--- config.mk ---
export PLATFORM = sky130hd
export DESIGN_NAME = rsx_exec
export DESIGN_NICKNAME = d
export VERILOG_FILES = /design/src/core/rsx_pkg.sv /design/src/core/rsx_exec.sv
export VERILOG_INCLUDE_DIRS = /design/src /design/src/core
export SDC_FILE = /design/constraint.sdc
export NUM_CORES = 1
export LEC_CHECK = 0
export ABC_AREA = 1
export BUFFER_PORTS_ARGS = -buffer_cell sky130_fd_sc_hd__buf_2
export CAP_MARGIN = 20
export CORE_MARGIN = 5
export CORE_UTILIZATION = 40
export DETAILED_ROUTE_END_ITERATION = 10
export SYNTH_ARGS = -nofsm -noshare
export SYNTH_HDL_FRONTEND = slang
export SYNTH_SLANG_ARGS = --single-unit
--- constraint.sdc ---
create_clock -name CLK -period 1.7 [get_ports CLK]
set_input_delay 0.17 -clock CLK [delete_from_list [all_inputs] [get_ports CLK]]
set_output_delay 0.17 -clock CLK [all_outputs]
set_load 0.005 [all_outputs]
--- src/core/rsx_defines.svh ---
// constants for the rotate, subtract-with-borrow and decrement-skip datapath
//
// Contract
// - rotate left through carry: carry into bit 0, bit 7 to carry, write memory.
// - same left rotate through carry, result to accumulator, memory unchanged.
// - plain right rotate, bit 0 wraps to bit 7, write memory, carry kept.
// - plain right rotate into accumulator only, memory unchanged.
// - rotate right through carry: carry into bit 7, bit 0 to carry, write memory.
// - same right rotate through carry, result to accumulator, memory unchanged.
// - accumulator plus inverted memory plus carry, result to accumulator.
// - same subtract-with-borrow sum, result written back to memory.
// - decrement memory, write back, skip next instruction when result is zero.
// - skip drops prefetched instruction, adds one dummy cycle; otherwise one cycle.
// - decrement into accumulator only, memory untouched, skip when result zero.
`ifndef RSX_DEFINES_SVH
`define RSX_DEFINES_SVH

`define RSX_DATA_W 8
`define RSX_OP_W 4
`define RSX_ACC_RESET 8'h00
`define RSX_MSB 7
`define RSX_SKIP_CYCLES 2
`define RSX_PLAIN_CYCLES 1

`endif

--- src/core/rsx_pkg.sv ---
// types for the rotate, subtract-with-borrow and decrement-skip datapath
`include "rsx_defines.svh"
package rsx_pkg;
  typedef enum logic [3:0] {
    OP_NONE = 4'h0,
    OP_ROT_LEFT_CARRY_MEM = 4'h1,
    OP_ROT_LEFT_CARRY_ACC = 4'h2,
    OP_ROT_RIGHT_MEM = 4'h3,
    OP_ROT_RIGHT_ACC = 4'h4,
    OP_ROT_RIGHT_CARRY_MEM = 4'h5,
    OP_ROT_RIGHT_CARRY_ACC = 4'h6,
    OP_SUB_BORROW_ACC = 4'h7,
    OP_SUB_BORROW_MEM = 4'h8,
    OP_DEC_SKIP_MEM = 4'h9,
    OP_DEC_SKIP_ACC = 4'hA
  } rsx_op_t;

  typedef enum logic [1:0] {
    ST_RUN = 2'b01,
    ST_DUMMY = 2'b10
  } rsx_state_t;
endpackage : rsx_pkg

--- src/core/rsx_exec.sv ---
// execution datapath: rotates, subtract-with-borrow, decrement-and-skip
`timescale 1ns/1ps
`include "rsx_defines.svh"
module rsx_exec (
  input wire logic CLK,
  input wire logic ARST_N,
  input wire logic EXEC_VALID,
  input wire logic [3:0] EXEC_OP,
  input wire logic [7:0] MEM_RDATA,
  input wire logic [7:0] ACC_IN,
  input wire logic CARRY_IN,
  output logic [7:0] RESULT,
  output logic MEM_WE,
  output logic ACC_WE,
  output logic CARRY_OUT,
  output logic CARRY_WE,
  output logic AUX_CARRY_OUT,
  output logic OVERFLOW_OUT,
  output logic ZERO_OUT,
  output logic ARITH_FLAGS_WE,
  output logic FETCH_DISCARD,
  output logic EXEC_READY
);

  // ----------------------------------------
  // combinational result
  // ----------------------------------------
  rsx_pkg::rsx_op_t op;
  logic [7:0] res;
  logic c_new;
  logic c_we;
  logic m_we;
  logic a_we;
  logic ac_new;
  logic ov_new;
  logic z_new;
  logic f_we;
  logic skip;
  logic [8:0] sum;
  logic [4:0] low_sum;
  logic [7:0] mem_inv;
  logic [7:0] dec_val;
  logic go;

  assign op = rsx_pkg::rsx_op_t'(EXEC_OP);
  assign mem_inv = ~MEM_RDATA;
  assign dec_val = MEM_RDATA - 8'h01;
  assign sum = {1'b0, ACC_IN} + {1'b0, mem_inv} + {8'h00, CARRY_IN};
  assign low_sum = {1'b0, ACC_IN[3:0]} + {1'b0, mem_inv[3:0]} + {4'h0, CARRY_IN};

  always_comb begin
    res = MEM_RDATA;
    c_new = CARRY_IN;
    c_we = 1'b0;
    m_we = 1'b0;
    a_we = 1'b0;
    f_we = 1'b0;
    skip = 1'b0;
    ac_new = low_sum[4];
    ov_new = (ACC_IN[7] == mem_inv[7]) && (sum[7] != ACC_IN[7]);
    z_new = (sum[7:0] == 8'h00);
    unique case (op)
      rsx_pkg::OP_ROT_LEFT_CARRY_MEM: begin
        res = {MEM_RDATA[6:0], CARRY_IN};
        c_new = MEM_RDATA[`RSX_MSB];
        c_we = 1'b1;
        m_we = 1'b1;
      end
      rsx_pkg::OP_ROT_LEFT_CARRY_ACC: begin
        res = {MEM_RDATA[6:0], CARRY_IN};
        c_new = MEM_RDATA[`RSX_MSB];
        c_we = 1'b1;
        a_we = 1'b1;
      end
      rsx_pkg::OP_ROT_RIGHT_MEM: begin
        res = {MEM_RDATA[0], MEM_RDATA[7:1]};
        m_we = 1'b1;
      end
      rsx_pkg::OP_ROT_RIGHT_ACC: begin
        res = {MEM_RDATA[0], MEM_RDATA[7:1]};
        a_we = 1'b1;
      end
      rsx_pkg::OP_ROT_RIGHT_CARRY_MEM: begin
        res = {CARRY_IN, MEM_RDATA[7:1]};
        c_new = MEM_RDATA[0];
        c_we = 1'b1;
        m_we = 1'b1;
      end
      rsx_pkg::OP_ROT_RIGHT_CARRY_ACC: begin
        res = {CARRY_IN, MEM_RDATA[7:1]};
        c_new = MEM_RDATA[0];
        c_we = 1'b1;
        a_we = 1'b1;
      end
      rsx_pkg::OP_SUB_BORROW_ACC: begin
        res = sum[7:0];
        c_new = sum[8];
        c_we = 1'b1;
        f_we = 1'b1;
        a_we = 1'b1;
      end
      rsx_pkg::OP_SUB_BORROW_MEM: begin
        res = sum[7:0];
        c_new = sum[8];
        c_we = 1'b1;
        f_we = 1'b1;
        m_we = 1'b1;
      end
      // decrement memory and skip on zero
      rsx_pkg::OP_DEC_SKIP_MEM: begin
        res = dec_val;
        m_we = 1'b1;
        skip = (dec_val == 8'h00);
      end
      // decrement into accumulator and skip on zero
      rsx_pkg::OP_DEC_SKIP_ACC: begin
        res = dec_val;
        a_we = 1'b1;
        skip = (dec_val == 8'h00);
      end
      default: begin
        res = MEM_RDATA;
      end
    endcase
  end

  // ----------------------------------------
  // skip sequencer
  // ----------------------------------------
  rsx_pkg::rsx_state_t state_reg;
  rsx_pkg::rsx_state_t state_next;

  // accepted only while not in the dummy slot
  assign go = EXEC_VALID && (state_reg == rsx_pkg::ST_RUN);
  assign EXEC_READY = (state_reg == rsx_pkg::ST_RUN);

  always_comb begin
    state_next = state_reg;
    unique case (state_reg)
      rsx_pkg::ST_RUN: begin
        if (go && skip) begin
          state_next = rsx_pkg::ST_DUMMY;
        end
      end
      rsx_pkg::ST_DUMMY: begin
        state_next = rsx_pkg::ST_RUN;
      end
      default: begin
        state_next = rsx_pkg::ST_RUN;
      end
    endcase
  end

  // ----------------------------------------
  // registered outputs
  // ----------------------------------------
  logic [7:0] result_reg;
  logic [7:0] result_next;
  logic mem_we_reg;
  logic mem_we_next;
  logic acc_we_reg;
  logic acc_we_next;
  logic carry_reg;
  logic carry_next;
  logic carry_we_reg;
  logic carry_we_next;
  logic ac_reg;
  logic ac_next;
  logic ov_reg;
  logic ov_next;
  logic z_reg;
  logic z_next;
  logic fwe_reg;
  logic fwe_next;
  logic discard_reg;
  logic discard_next;

  always_comb begin
    result_next = go ? res : result_reg;
    mem_we_next = go && m_we;
    acc_we_next = go && a_we;
    carry_next = go ? c_new : carry_reg;
    carry_we_next = go && c_we;
    ac_next = go ? ac_new : ac_reg;
    ov_next = go ? ov_new : ov_reg;
    z_next = go ? z_new : z_reg;
    fwe_next = go && f_we;
    discard_next = go && skip;
  end

  always_ff @(posedge CLK or negedge ARST_N) begin
    if (!ARST_N) begin
      state_reg <= rsx_pkg::ST_RUN;
      result_reg <= `RSX_ACC_RESET;
      mem_we_reg <= 1'b0;
      acc_we_reg <= 1'b0;
      carry_reg <= 1'b0;
      carry_we_reg <= 1'b0;
      ac_reg <= 1'b0;
      ov_reg <= 1'b0;
      z_reg <= 1'b0;
      fwe_reg <= 1'b0;
      discard_reg <= 1'b0;
    end else begin
      state_reg <= state_next;
      result_reg <= result_next;
      mem_we_reg <= mem_we_next;
      acc_we_reg <= acc_we_next;
      carry_reg <= carry_next;
      carry_we_reg <= carry_we_next;
      ac_reg <= ac_next;
      ov_reg <= ov_next;
      z_reg <= z_next;
      fwe_reg <= fwe_next;
      discard_reg <= discard_next;
    end
  end

  assign RESULT = result_reg;
  assign MEM_WE = mem_we_reg;
  assign ACC_WE = acc_we_reg;
  assign CARRY_OUT = carry_reg;
  assign CARRY_WE = carry_we_reg;
  assign AUX_CARRY_OUT = ac_reg;
  assign OVERFLOW_OUT = ov_reg;
  assign ZERO_OUT = z_reg;
  assign ARITH_FLAGS_WE = fwe_reg;
  assign FETCH_DISCARD = discard_reg;
endmodule : rsx_exec

==> impl_results.md, run 1 <==
- Status: finished clean
- Layout net count: between 400 and 500
- Crit path max-delay family: adder cells
- Hold path cells: 4
- LEAKAGE: around 1.4 nW
- Post-synth top area share: a little under a quarter
- Clock share of power: between 20% and 30%
- Vias in the first global route: about 2000
- DRC viols: 0
- Fin crit period: about 1600 ps
- Met1 usage: around a quarter
- VDD IR max: between 0.2 and 0.3 mV
- Vias/cell: approximately 4.9
- Detail Route Antenna Nets: 0
- Worst Hold Margin: around 220 ps
- Simple-gate share of the synthesized area: approximately half
- PD cells: between 500 and 600 nW/µm²
- Post-Syn Area per Cell: 6.06 µm²
- WP data required: 1910 ps
- Clock sinks: 19
- Grt ovf: 0
- Drt first-iter violations: between 100 and 150
- Yosys warns: 0
- Final setup violating endpoints: 0
- I/O Pins: 42
- Async SR Flop Fraction: 100%
- CP cell instances: buf_2 > fa_2 > inv_2 > fa_2 > inv_1 > nand2_1 > nor3_1 > nand2_1 > a21oi_1 > nand3_1 > nand2_1
- WP depth: 11
- Sequential-to-total area share from yosys stat: 25.0%
- Top cell type by total area after synthesis: dfrtp_1
- Slowest stage delay, CP: about 420 ps
- CP Data Arrival Time: 1770 ps
- Mapped Nets: 350
- Cells after Synth: about 320
- Largest net degree at the start of global routing: 20
- Number of flip-flops in the largest register: 8
- Sequential power share: a little under two fifths
- Die ar.: about 6300 µm²
- CP most frequent cell: nand2_1
- GRT Total Usage: roughly 18%
- Setup TNS: 0 ps
- Final Hold Fails: 0
- Area delta synth->final: 24.6%
- ANT cells: 0
- Count of input and output buffers: between 40 and 50
- Pre-CTS WS: -179 ps
- Starting Density: around two fifths
- Total power: approximately 1.4 mW
- Number of distinct library cells after synthesis: 30
- Worst-Skew Late Latency: 260 ps
- Final Skew: ~7 ps
- Primary FF master, synth: dfrtp_1
- Met2 Use GR: a little under a third
- Initial DRT Pass Iterations: 5
- CP Capture Type: flip-flop
- Crit-path max FO: 2
- CTS Buffer Depth: 2
- WP buf/inv: 3
- Clk root buf: clkbuf_8
- Adder-Cell Fraction of Synth Area: under 10%
- Clk slew on worst S/H paths: approximately 80 ps
- Maxcap violations: 0
- Worst path slowest cell: fa_2
- Post-route insts no fill: about 430
- Logic pwr share: between 40% and 50%
- Critical path type: in -> reg
- Layout cell share with drive strength beyond 1: 26.5%
- Startpoint types: input pin
- Die span in y: between 70 and 80 µm
- Num CTS Buffers: 3
- Cell Int Power: around 0.9 mW
- Fillers: 512
- Yosys reg bits: 19
- Busiest grt layer: met2
- RSZ-0062 raised after global routing: no
- First-pass GRT wire length: slightly below 9 mm
- Post-Syn Area: approximately 1900 µm²
- PnR worst setup slack: about 140 ps
- H-tree depth: 1
- Sw frac: a little over a third
- Dpl cells: between 400 and 500
- FP Rows: 25
- Slew Limit Fails: 0
- Main combinational cell family by area after synthesis: simple AND/OR/NAND/NOR gates
- Synth Area in Compound Gates: 4.78%
- Post-detail-place hpwl: around 4.4 mm
- Worst slew pin tran: roughly 440 ps
- EDFF count, synth: 0
- Mux contribution to synthesized area: 0%
- Fin crit share: between 90% and 100%
- Top post-synthesis cells by area: dfrtp_1, nand2_1, inv_1, nand3_1, ha_1
- CTS tree: built
- Initial antenna violation count: 0
- Switching pwr: 0.514 mW
- Relative slew slack: 71.0%
- WL final: approximately 5.2 mm
- Routability cong.: 0.884
- Die X: between 70 and 80 µm
- Core area: 4690 µm²
- Vias: around 2100
- DR WL/cell: 12.2 µm
- Postcts setup bufs: 0
- Post-synthesis xor/xnor area fraction: under 10%
- Cells on worst reg2reg path: 8
- Max Fclk: 642 MHz
- Hold WC Path Type: in -> reg
- Met3 Resource Use GR: under 10%
Yosys cell counts, drive strengths merged (2+ instances only):
cell type    n
inv         54
nand3       31
nand4        8
dfrtp       18
o21ai        6
or2          3
xor2         3
fa           2
buf          3
nor3         5
ha           9
nor2        31
a21oi        8
nand2      126
cell families (layout without fill, tap and decap cells):
family,count (synthesis),in the layout
flops,19,19
simple gates,206,206
fa+ha+maj,11,11
buf+inv,58,120
compound gates,17,17
xor+xnor,4,4
final timing paths:
check / end / from / slack [ps]
worst min-delay path: OVERFLOW_OUT / ACC_IN[7] / 220
max in group asynchronous: state_reg[0] / ARST_N / 990
worst max register to register: RESULT[0] / state_reg[0] / 220
worst min register to register: RESULT[7] / RESULT[7] / 470
min in group asynchronous: RESULT[3] / ARST_N / 380
worst max-delay path: ZERO_OUT / MEM_RDATA[0] / 140
area by class of cell:
type	count	area [µm²]	share of cell area, %
Timing Repair Buffer	62	365	15.4
Clock inverter	1	5.00	0.210
Multi-Input combinational cell	238	1220	51.3
Tap cell	54	67.6	2.84
Clock buffer	3	41.3	1.74
Inverter	54	203	8.52
Sequential cell	19	477	20.0
metrics by stage:
step / util (%) / cell area (µm²)
after floorplan: - / 1910
final: 50.7 / 2380
after detailed placement: 49.2 / 2310
after CTS: 50.4 / 2360
after global routing: 50.7 / 2380
after global placement: 49.2 / 2310
layout by cell type, fill, tap and decap left out, drive strengths merged:
cell type	n
a21oi	8
a31oi	1
and2	1
buf	61
clkbuf	3
clkinv	1
dfrtp	18
dfstp	1
dlygate4sd3	1
fa	2
ha	9
inv	54
nand2	126
nand3	31
nand3b	1
nand4	8
nor2	31
nor3	5
o21ai	6
o221ai	1
o22ai	1
or2	3
xnor2	1
xor2	3
metal layers:
metal / vias up / part of all wire, %
met5: - / 0
met4: 0 / 1.6
met3: 8 / 5.3
met2: 64 / 46
met1: 917 / 47
li1: 1104 / -
power groups by stage:
stage | clock (mW) | combinational (mW) | sequential, mW
floorplan | 0 | 0.341 | 0.532
global placement | 0 | 0.559 | 0.524
detailed placement | 0 | 0.564 | 0.527
CTS | 0.330 | 0.568 | 0.518
global route | 0.347 | 0.652 | 0.523
finish | 0.320 | 0.569 | 0.517
worst register-to-register path: stages (launching register included):
cell	delay [ps]
dfstp_2	520
inv_1	40
nor2_2	100
nand2_2	100
inv_1	110
buf_4	200
nand2_1	70
nor2_1	160
nor2_1	60
what timing repair did:
action | CTS | global route
endpoints found under the hold margin | 18 | 0
setup endpoints to repair | 0 | 8
gates resized for setup | 0 | 5
hold buffers | 1 | 0
(Power assumes the default switching activity.)
==> run 2, diff against run 1 <==
--- a/config.mk
+++ b/config.mk
@@ -12,6 +12,7 @@
 export CORE_MARGIN = 5
 export CORE_UTILIZATION = 40
 export DETAILED_ROUTE_END_ITERATION = 10
+export SETUP_SLACK_MARGIN = 0.4
 export SYNTH_ARGS = -nofsm -noshare
 export SYNTH_HDL_FRONTEND = slang
 export SYNTH_SLANG_ARGS = --single-unit
==> run 2 against run 1 <==
Effect of this change:
- via count up 4.3%
- core utilization rose by 8.2 points
- fmax rose by 5.8%
- register-to-register slack improved by 50 ps
- clock power hardly changed
- combinational power grew 23%
- sequential power about the same
- cell area grew 16%
- sequential cell count stayed put
- sequential share of layout area is 2.8 points lower
- critical path type unchanged
- largest power group unchanged
==> impl_results.md, run 2 (synthesis gave the netlist of run 1 again) <==
- Cells on worst reg2reg path: 9
- H-tree depth: 1
- PD cells: about 560 nW/µm²
- Dpl cells: 424
- CTS tree: built
- Clock share of power: 20.7%
- Critical path type: in -> reg
- RSZ-0062 raised after global routing: yes
- First-pass GRT wire length: 9.20 mm
- Clk slew on worst S/H paths: around 80 ps
- Detail Route Antenna Nets: 0
- Clk root buf: clkbuf_8
- Post-detail-place hpwl: ~4.4 mm
- FP Rows: 25
- Hold WC Path Type: in -> reg
- Die ar.: 6260 µm²
- Final setup violating endpoints: 0
- Crit path max-delay family: adder cells
- Logic pwr share: ~46%
- Switching pwr: 0.575 mW
- Worst R2R Setup Slack: 270 ps
- HP Start: ACC_IN[7]
- CTS Buffer Depth: 2
- CP cell instances: buf_6 > fa_2 > inv_2 > fa_2 > inv_2 > nand2_1 > nor3_2 > nand2_1 > a21oi_2 > nand3_1 > nand2_1
- I/O Pins: 42
- GRT Total Usage: about a fifth
- Reg2Reg Capture Point: state_reg[0]
- Largest net degree at the start of global routing: 20
- PnR worst setup slack: around 230 ps
- Core area: ~4700 µm²
- Fillers: between 400 and 500
- Number of flip-flops in the largest register: 8
- WL final: around 5.7 mm
- Routability cong.: slightly above 0.9
- Most frequent cells in the layout: nand2_1, buf_2, inv_1, nand2_2, nand3_1
- Commonest non-fill, non-tap cell in the layout: nand2_1
- Initial DRT Pass Iterations: 4
- CP most frequent cell: nand2_1
- Area delta synth->final: 44.7%
- Sw frac: 37.4%
- WP data required: around 1900 ps
- Final Hold Fails: 0
- DR WL/cell: approximately 13 µm
- Max Fclk: between 600 and 700 MHz
- Worst path slowest cell: fa_2
- DRC viols: 0
- Starting Density: about 40%
- Status: finished clean
- Post-route insts no fill: ~440
- Num CTS Buffers: 3
- Count of input and output buffers: 41
- Crit-path max FO: 2
- Final Skew: about 12 ps
- Drt first-iter violations: 216
- Fin crit period: between 1000 and 1500 ps
- Worst r2r src: state_reg[0]
- Layout cell share with drive strength beyond 1: between 40% and 50%
- Slew Limit Fails: 0
- Slowest stage delay, CP: between 400 and 500 ps
- Startpoint types: input pin
- Relative slew slack: 71.5%
- Pre-CTS WS: -93.3 ps
- Setup TNS: 0 ps
- ANT cells: 0
- VDD IR max: 0.236 mV
- Maxcap violations: 0
- Clock sinks: 19
- Initial antenna violation count: 0
- Cell Int Power: around 0.96 mW
- Die X: a little under 80 µm
- Worst-Skew Late Latency: between 200 and 300 ps
- Vias in the first global route: 1959
- Sequential power share: between 30% and 40%
- Die span in y: approximately 79 µm
- CP Capture Type: flip-flop
- WP buf/inv: 3
- Hold path cells: 3
- Hold path endpoint: OVERFLOW_OUT
- Layout net count: 420
- CP Data Arrival Time: 1680 ps
- Grt ovf: 0
- Vias: ~2200
- Vias/cell: 4.99
- Worst slew pin tran: between 400 and 500 ps
- LEAKAGE: about 1.5 nW
- Fin crit share: between 80% and 90%
-- run 2: changes by cell type in the layout (fill, tap and decap cells not counted), moves of 4 or more --
cell / change
buf_6: +8
ha_1: -4
ha_4: +4
inv_1: -9
inv_2: +8
nand2_1: -17
nand2_2: +14
nand3_1: -10
nand3_2: +10
nor3_1: -4
nor3_2: +4
-- run 2: cell type report --
cell class / instances / area, µm² / share of cell area (%)
Clock buffer: 3 / 41.3 / 1.49
Clock inverter: 1 / 5.00 / 0.181
Inverter: 54 / 205 / 7.43
Multi-Input combinational cell: 238 / 1460 / 52.7
Sequential cell: 19 / 477 / 17.3
Tap cell: 54 / 67.6 / 2.45
Timing Repair Buffer: 69 / 510 / 18.5
-- run 2: metrics by stage --
step | total power [mW] | utilization (%) | instance area, µm² | hold WS [ps]
floorplan | 0.881 | - | 1940 | -126
CTS | 1.47 | 54.6 | 2560 | 214
global placement | 1.08 | 49.3 | 2310 | 135
global route | 1.66 | 58.9 | 2760 | 212
finish | 1.54 | 58.9 | 2760 | 194
detailed placement | 1.09 | 49.3 | 2310 | 134
-- run 2: how the worst max path moves through the flow --
stage,to,slack (ps),start,cells past startpoint
after global placement,ZERO_OUT,-80,MEM_RDATA[0],11
after CTS,ZERO_OUT,190,MEM_RDATA[0],11
after global routing,RESULT[4],120,MEM_RDATA[0],13
after detailed placement,ZERO_OUT,-90,MEM_RDATA[0],11
final,ZERO_OUT,230,MEM_RDATA[0],11
after floorplan,ZERO_OUT,120,MEM_RDATA[0],10
-- run 2: layer usage --
layer  share of wire [%]  global-route usage, %
met1                  45                   25.5
met2                  48                   31.6
met3                 5.8                   2.04
met4                 1.2                   4.12
met5                   0                      0
-- run 2: power groups by stage --
| stage | Combinational (mW) | Clock, mW | Sequential, mW |
|---|---|---|---|
| after floorplan | 0.349 | 0 | 0.532 |
| after global placement | 0.555 | 0 | 0.525 |
| after detailed placement | 0.561 | 0 | 0.525 |
| after CTS | 0.627 | 0.323 | 0.517 |
| after global routing | 0.783 | 0.354 | 0.522 |
| final | 0.702 | 0.318 | 0.516 |
-- run 2: timing repair --
item / CTS / global route
resized for setup: 39 / 41
endpoints found under the hold margin: 18 / 0
cloned: 1 / 0
endpoints found under the setup margin: 15 / 19
hold buffers: 1 / 0
setup buffers: 4 / 4
pin swaps: 23 / 29
-- run 2: worst reg2reg max path, stage by stage (launching register included) --
cell	delay, ps
dfstp_2	530
inv_2	40
nor2_4	100
nand2_4	80
inv_2	70
nand4_1	120
nor2_1	160
nand2_2	100
nor2_1	100
nand2_1	70
==> run 3, diff against run 2 <==
--- a/config.mk
+++ b/config.mk
@@ -6,7 +6,7 @@
 export SDC_FILE = /design/constraint.sdc
 export NUM_CORES = 1
 export LEC_CHECK = 0
-export ABC_AREA = 1
+export ABC_AREA = 0
 export BUFFER_PORTS_ARGS = -buffer_cell sky130_fd_sc_hd__buf_2
 export CAP_MARGIN = 20
 export CORE_MARGIN = 5
==> run 3 against run 2 <==
Effect of this change:
- largest power group unchanged
- hold slack gained 19 ps
- sequential power is 1% higher
- synthesized area is 2.7% lower
- non-clock buffer count increased by 36
- die area fell by 2.4%
- fmax decreased by 19%
- global-route usage rose by 2.6 points
- power rose by 8.5%
- the flow now finishes with violations (negative setup slack)
- first-iteration DRC count shrank 23%
- wire length rose by 15%
==> impl_results.md, run 3 <==
- Sequential-to-total area share from yosys stat: about 26%
- Core area: approximately 4400 µm²
- Worst Hold Margin: about 210 ps
- Commonest non-fill, non-tap cell in the layout: buf_4
- Logic pwr share: between 40% and 50%
- Final setup violating endpoints: 5
- Startpoint types: input pin
- Cell Int Power: 1.08 mW
- RSZ-0062 raised after global routing: yes
- Die span in y: roughly 78 µm
- Detail Route Antenna Nets: 0
- Clock share of power: a little under 20%
- Num CTS Buffers: 3
- Yosys reg bits: 19
- Slew Limit Fails: 0
- Critical path type: in -> reg
- DR WL/cell: between 15 and 20 µm
- WP data required: ~1900 ps
- PnR worst setup slack: -119 ps
- Die ar.: around 6100 µm²
- I/O Pins: 42
- Crit-path max FO: 2
- Post-Syn Area: between 1500 and 2000 µm²
- Starting Density: between 40% and 50%
- Layout net count: between 300 and 400
- CP Data Arrival Time: 1990 ps
- CTS Buffer Depth: 2
- Maxcap violations: 0
- Grt ovf: 0
- Violated checks: negative setup slack
- Max Fclk: roughly 550 MHz
- Top post-synthesis cells by area: dfrtp_1, ha_1, a21oi_1, o21ai_0, xnor2_1
- Drt first-iter violations: approximately 170
- First-pass GRT wire length: around 10 mm
- DRC viols: 0
- Number of flip-flops in the largest register: 8
- Count of input and output buffers: just over 40
- Worst slew pin tran: ~420 ps
- Post-synth top area share: about a quarter
- Most frequent cells in the layout: buf_4, buf_2, dfrtp_1
- WL final: approximately 6.5 mm
- Sw frac: a little over a third
- Primary FF master, synth: dfrtp_1
- Top cell type by total area after synthesis: dfrtp_1
- Area delta synth->final: 61.2%
- PD cells: approximately 560 nW/µm²
- Mapped Nets: 265
- ANT cells: 0
- VDD IR max: between 0.2 and 0.3 mV
- Clk root buf: clkbuf_8
- GRT Total Usage: between 20% and 30%
- Initial antenna violation count: 0
- Pre-CTS WS: -417 ps
- EDFF count, synth: 0
- Yosys warns: 0
- Initial DRT Pass Iterations: 5
- Vias in the first global route: ~2000
- CTS tree: built
- Final Hold Fails: 0
- Setup TNS: -288 ps
- LEAKAGE: 1.35 nW
- Routability cong.: slightly above 0.9
- Async SR Flop Fraction: 100%
- CP Capture Type: flip-flop
- Status: finished with violations
- Commonest cells post-synth: dfrtp_1, inv_1, nor2_1, a21oi_1
- Worst-Skew Late Latency: 270 ps
- Cells after Synth: between 200 and 250
- Clock sinks: 19
- H-tree depth: 1
- Number of distinct library cells after synthesis: 68
- Fin crit share: 107%
- Vias: ~2200
- Post-detail-place hpwl: about 5.1 mm
- Largest net degree at the start of global routing: 23
- FP Rows: 24
- Worst R2R Setup Slack: -70 ps
- Clk slew on worst S/H paths: 80 ps
- Switching pwr: around 0.6 mW
- Fin crit period: roughly 1800 ps
- Post-Syn Area per Cell: slightly above 8 µm²
- Die X: 78.2 µm
- Vias/cell: just under 6
- Hold WC Path Type: in -> reg
- Sequential power share: a little under a third
- Relative slew slack: 71.7%
- Layout cell share with drive strength beyond 1: between 50% and 60%
- Final Skew: approximately 6 ps
run 3: cell families (layout without fill, tap and decap cells):
logic type	after synthesis	count (layout)	synth area share, %
and+or+nand+nor	61	61	17.4
muxes	4	4	2.29
DFF	19	19	25.7
buffers and inverters	34	128	7.47
AOI/OAI and AO/OA	87	87	32.2
adders and majority gates	13	13	9.29
xor gates and xnor gates	12	12	5.66
run 3: layout make-up:
type / count / area [µm²]
multi-input combinational: 177 / 1520
tap: 52 / 65.1
clock buffer: 3 / 41.3
fill: 374 / 1450
inverter: 19 / 95.1
timing repair buffer: 105 / 790
clock inverter: 1 / 5.00
sequential: 19 / 477
run 3: power by group through the flow:
stage | sequential, mW | clock [mW] | combinational [mW]
detailed placement | 0.529 | 0 | 0.689
global route | 0.528 | 0.356 | 0.880
floorplan | 0.530 | 0 | 0.389
finish | 0.523 | 0.326 | 0.818
CTS | 0.520 | 0.334 | 0.769
global placement | 0.527 | 0 | 0.686
run 3: stage by stage:
step	util, %	power, mW	std cells	cell area, µm²
after floorplan	-	0.918	230	2020
after global placement	58.4	1.21	360	2590
after detailed placement	58.4	1.22	360	2590
after CTS	64.5	1.62	372	2870
after global routing	67.4	1.76	376	3000
final	67.4	1.67	376	3000
run 3: final timing paths:
check | startpoint | end | cells after the start
max | ACC_IN[0] | ZERO_OUT | 11
min | ACC_IN[7] | OVERFLOW_OUT | 3
max reg2reg | state_reg[0] | state_reg[0] | 5
min reg2reg | OVERFLOW_OUT | OVERFLOW_OUT | 2
max in group asynchronous | ARST_N | state_reg[0] | 2
min in group asynchronous | ARST_N | RESULT[6] | 2
run 3: worst max-delay path, cell delays in order:
cell       delay (ps)
buf_8             110
inv_12             40
fa_2              200
inv_2              40
fa_2              330
buf_4             140
buf_6             110
xor2_2            160
nor4_1            250
o2111ai_1         170
o31ai_1           270
run 3: repair_timing:
item	CTS	global route
cloned	1	0
hold endpoints to repair	18	0
pin swaps	14	15
endpoints found under the setup margin	15	18
setup buffers	6	4
gates resized for setup	30	23
hold buffers	1	0
run 3: per-layer routing:
layer  routed length, µm  up-vias  GRT usage, %
met5                   0        -             0
met3                 528       16          1.83
li1                    -     1045             -
met2                3000      121          34.2
met1                2890     1025          29.7
met4                 129        0          7.87
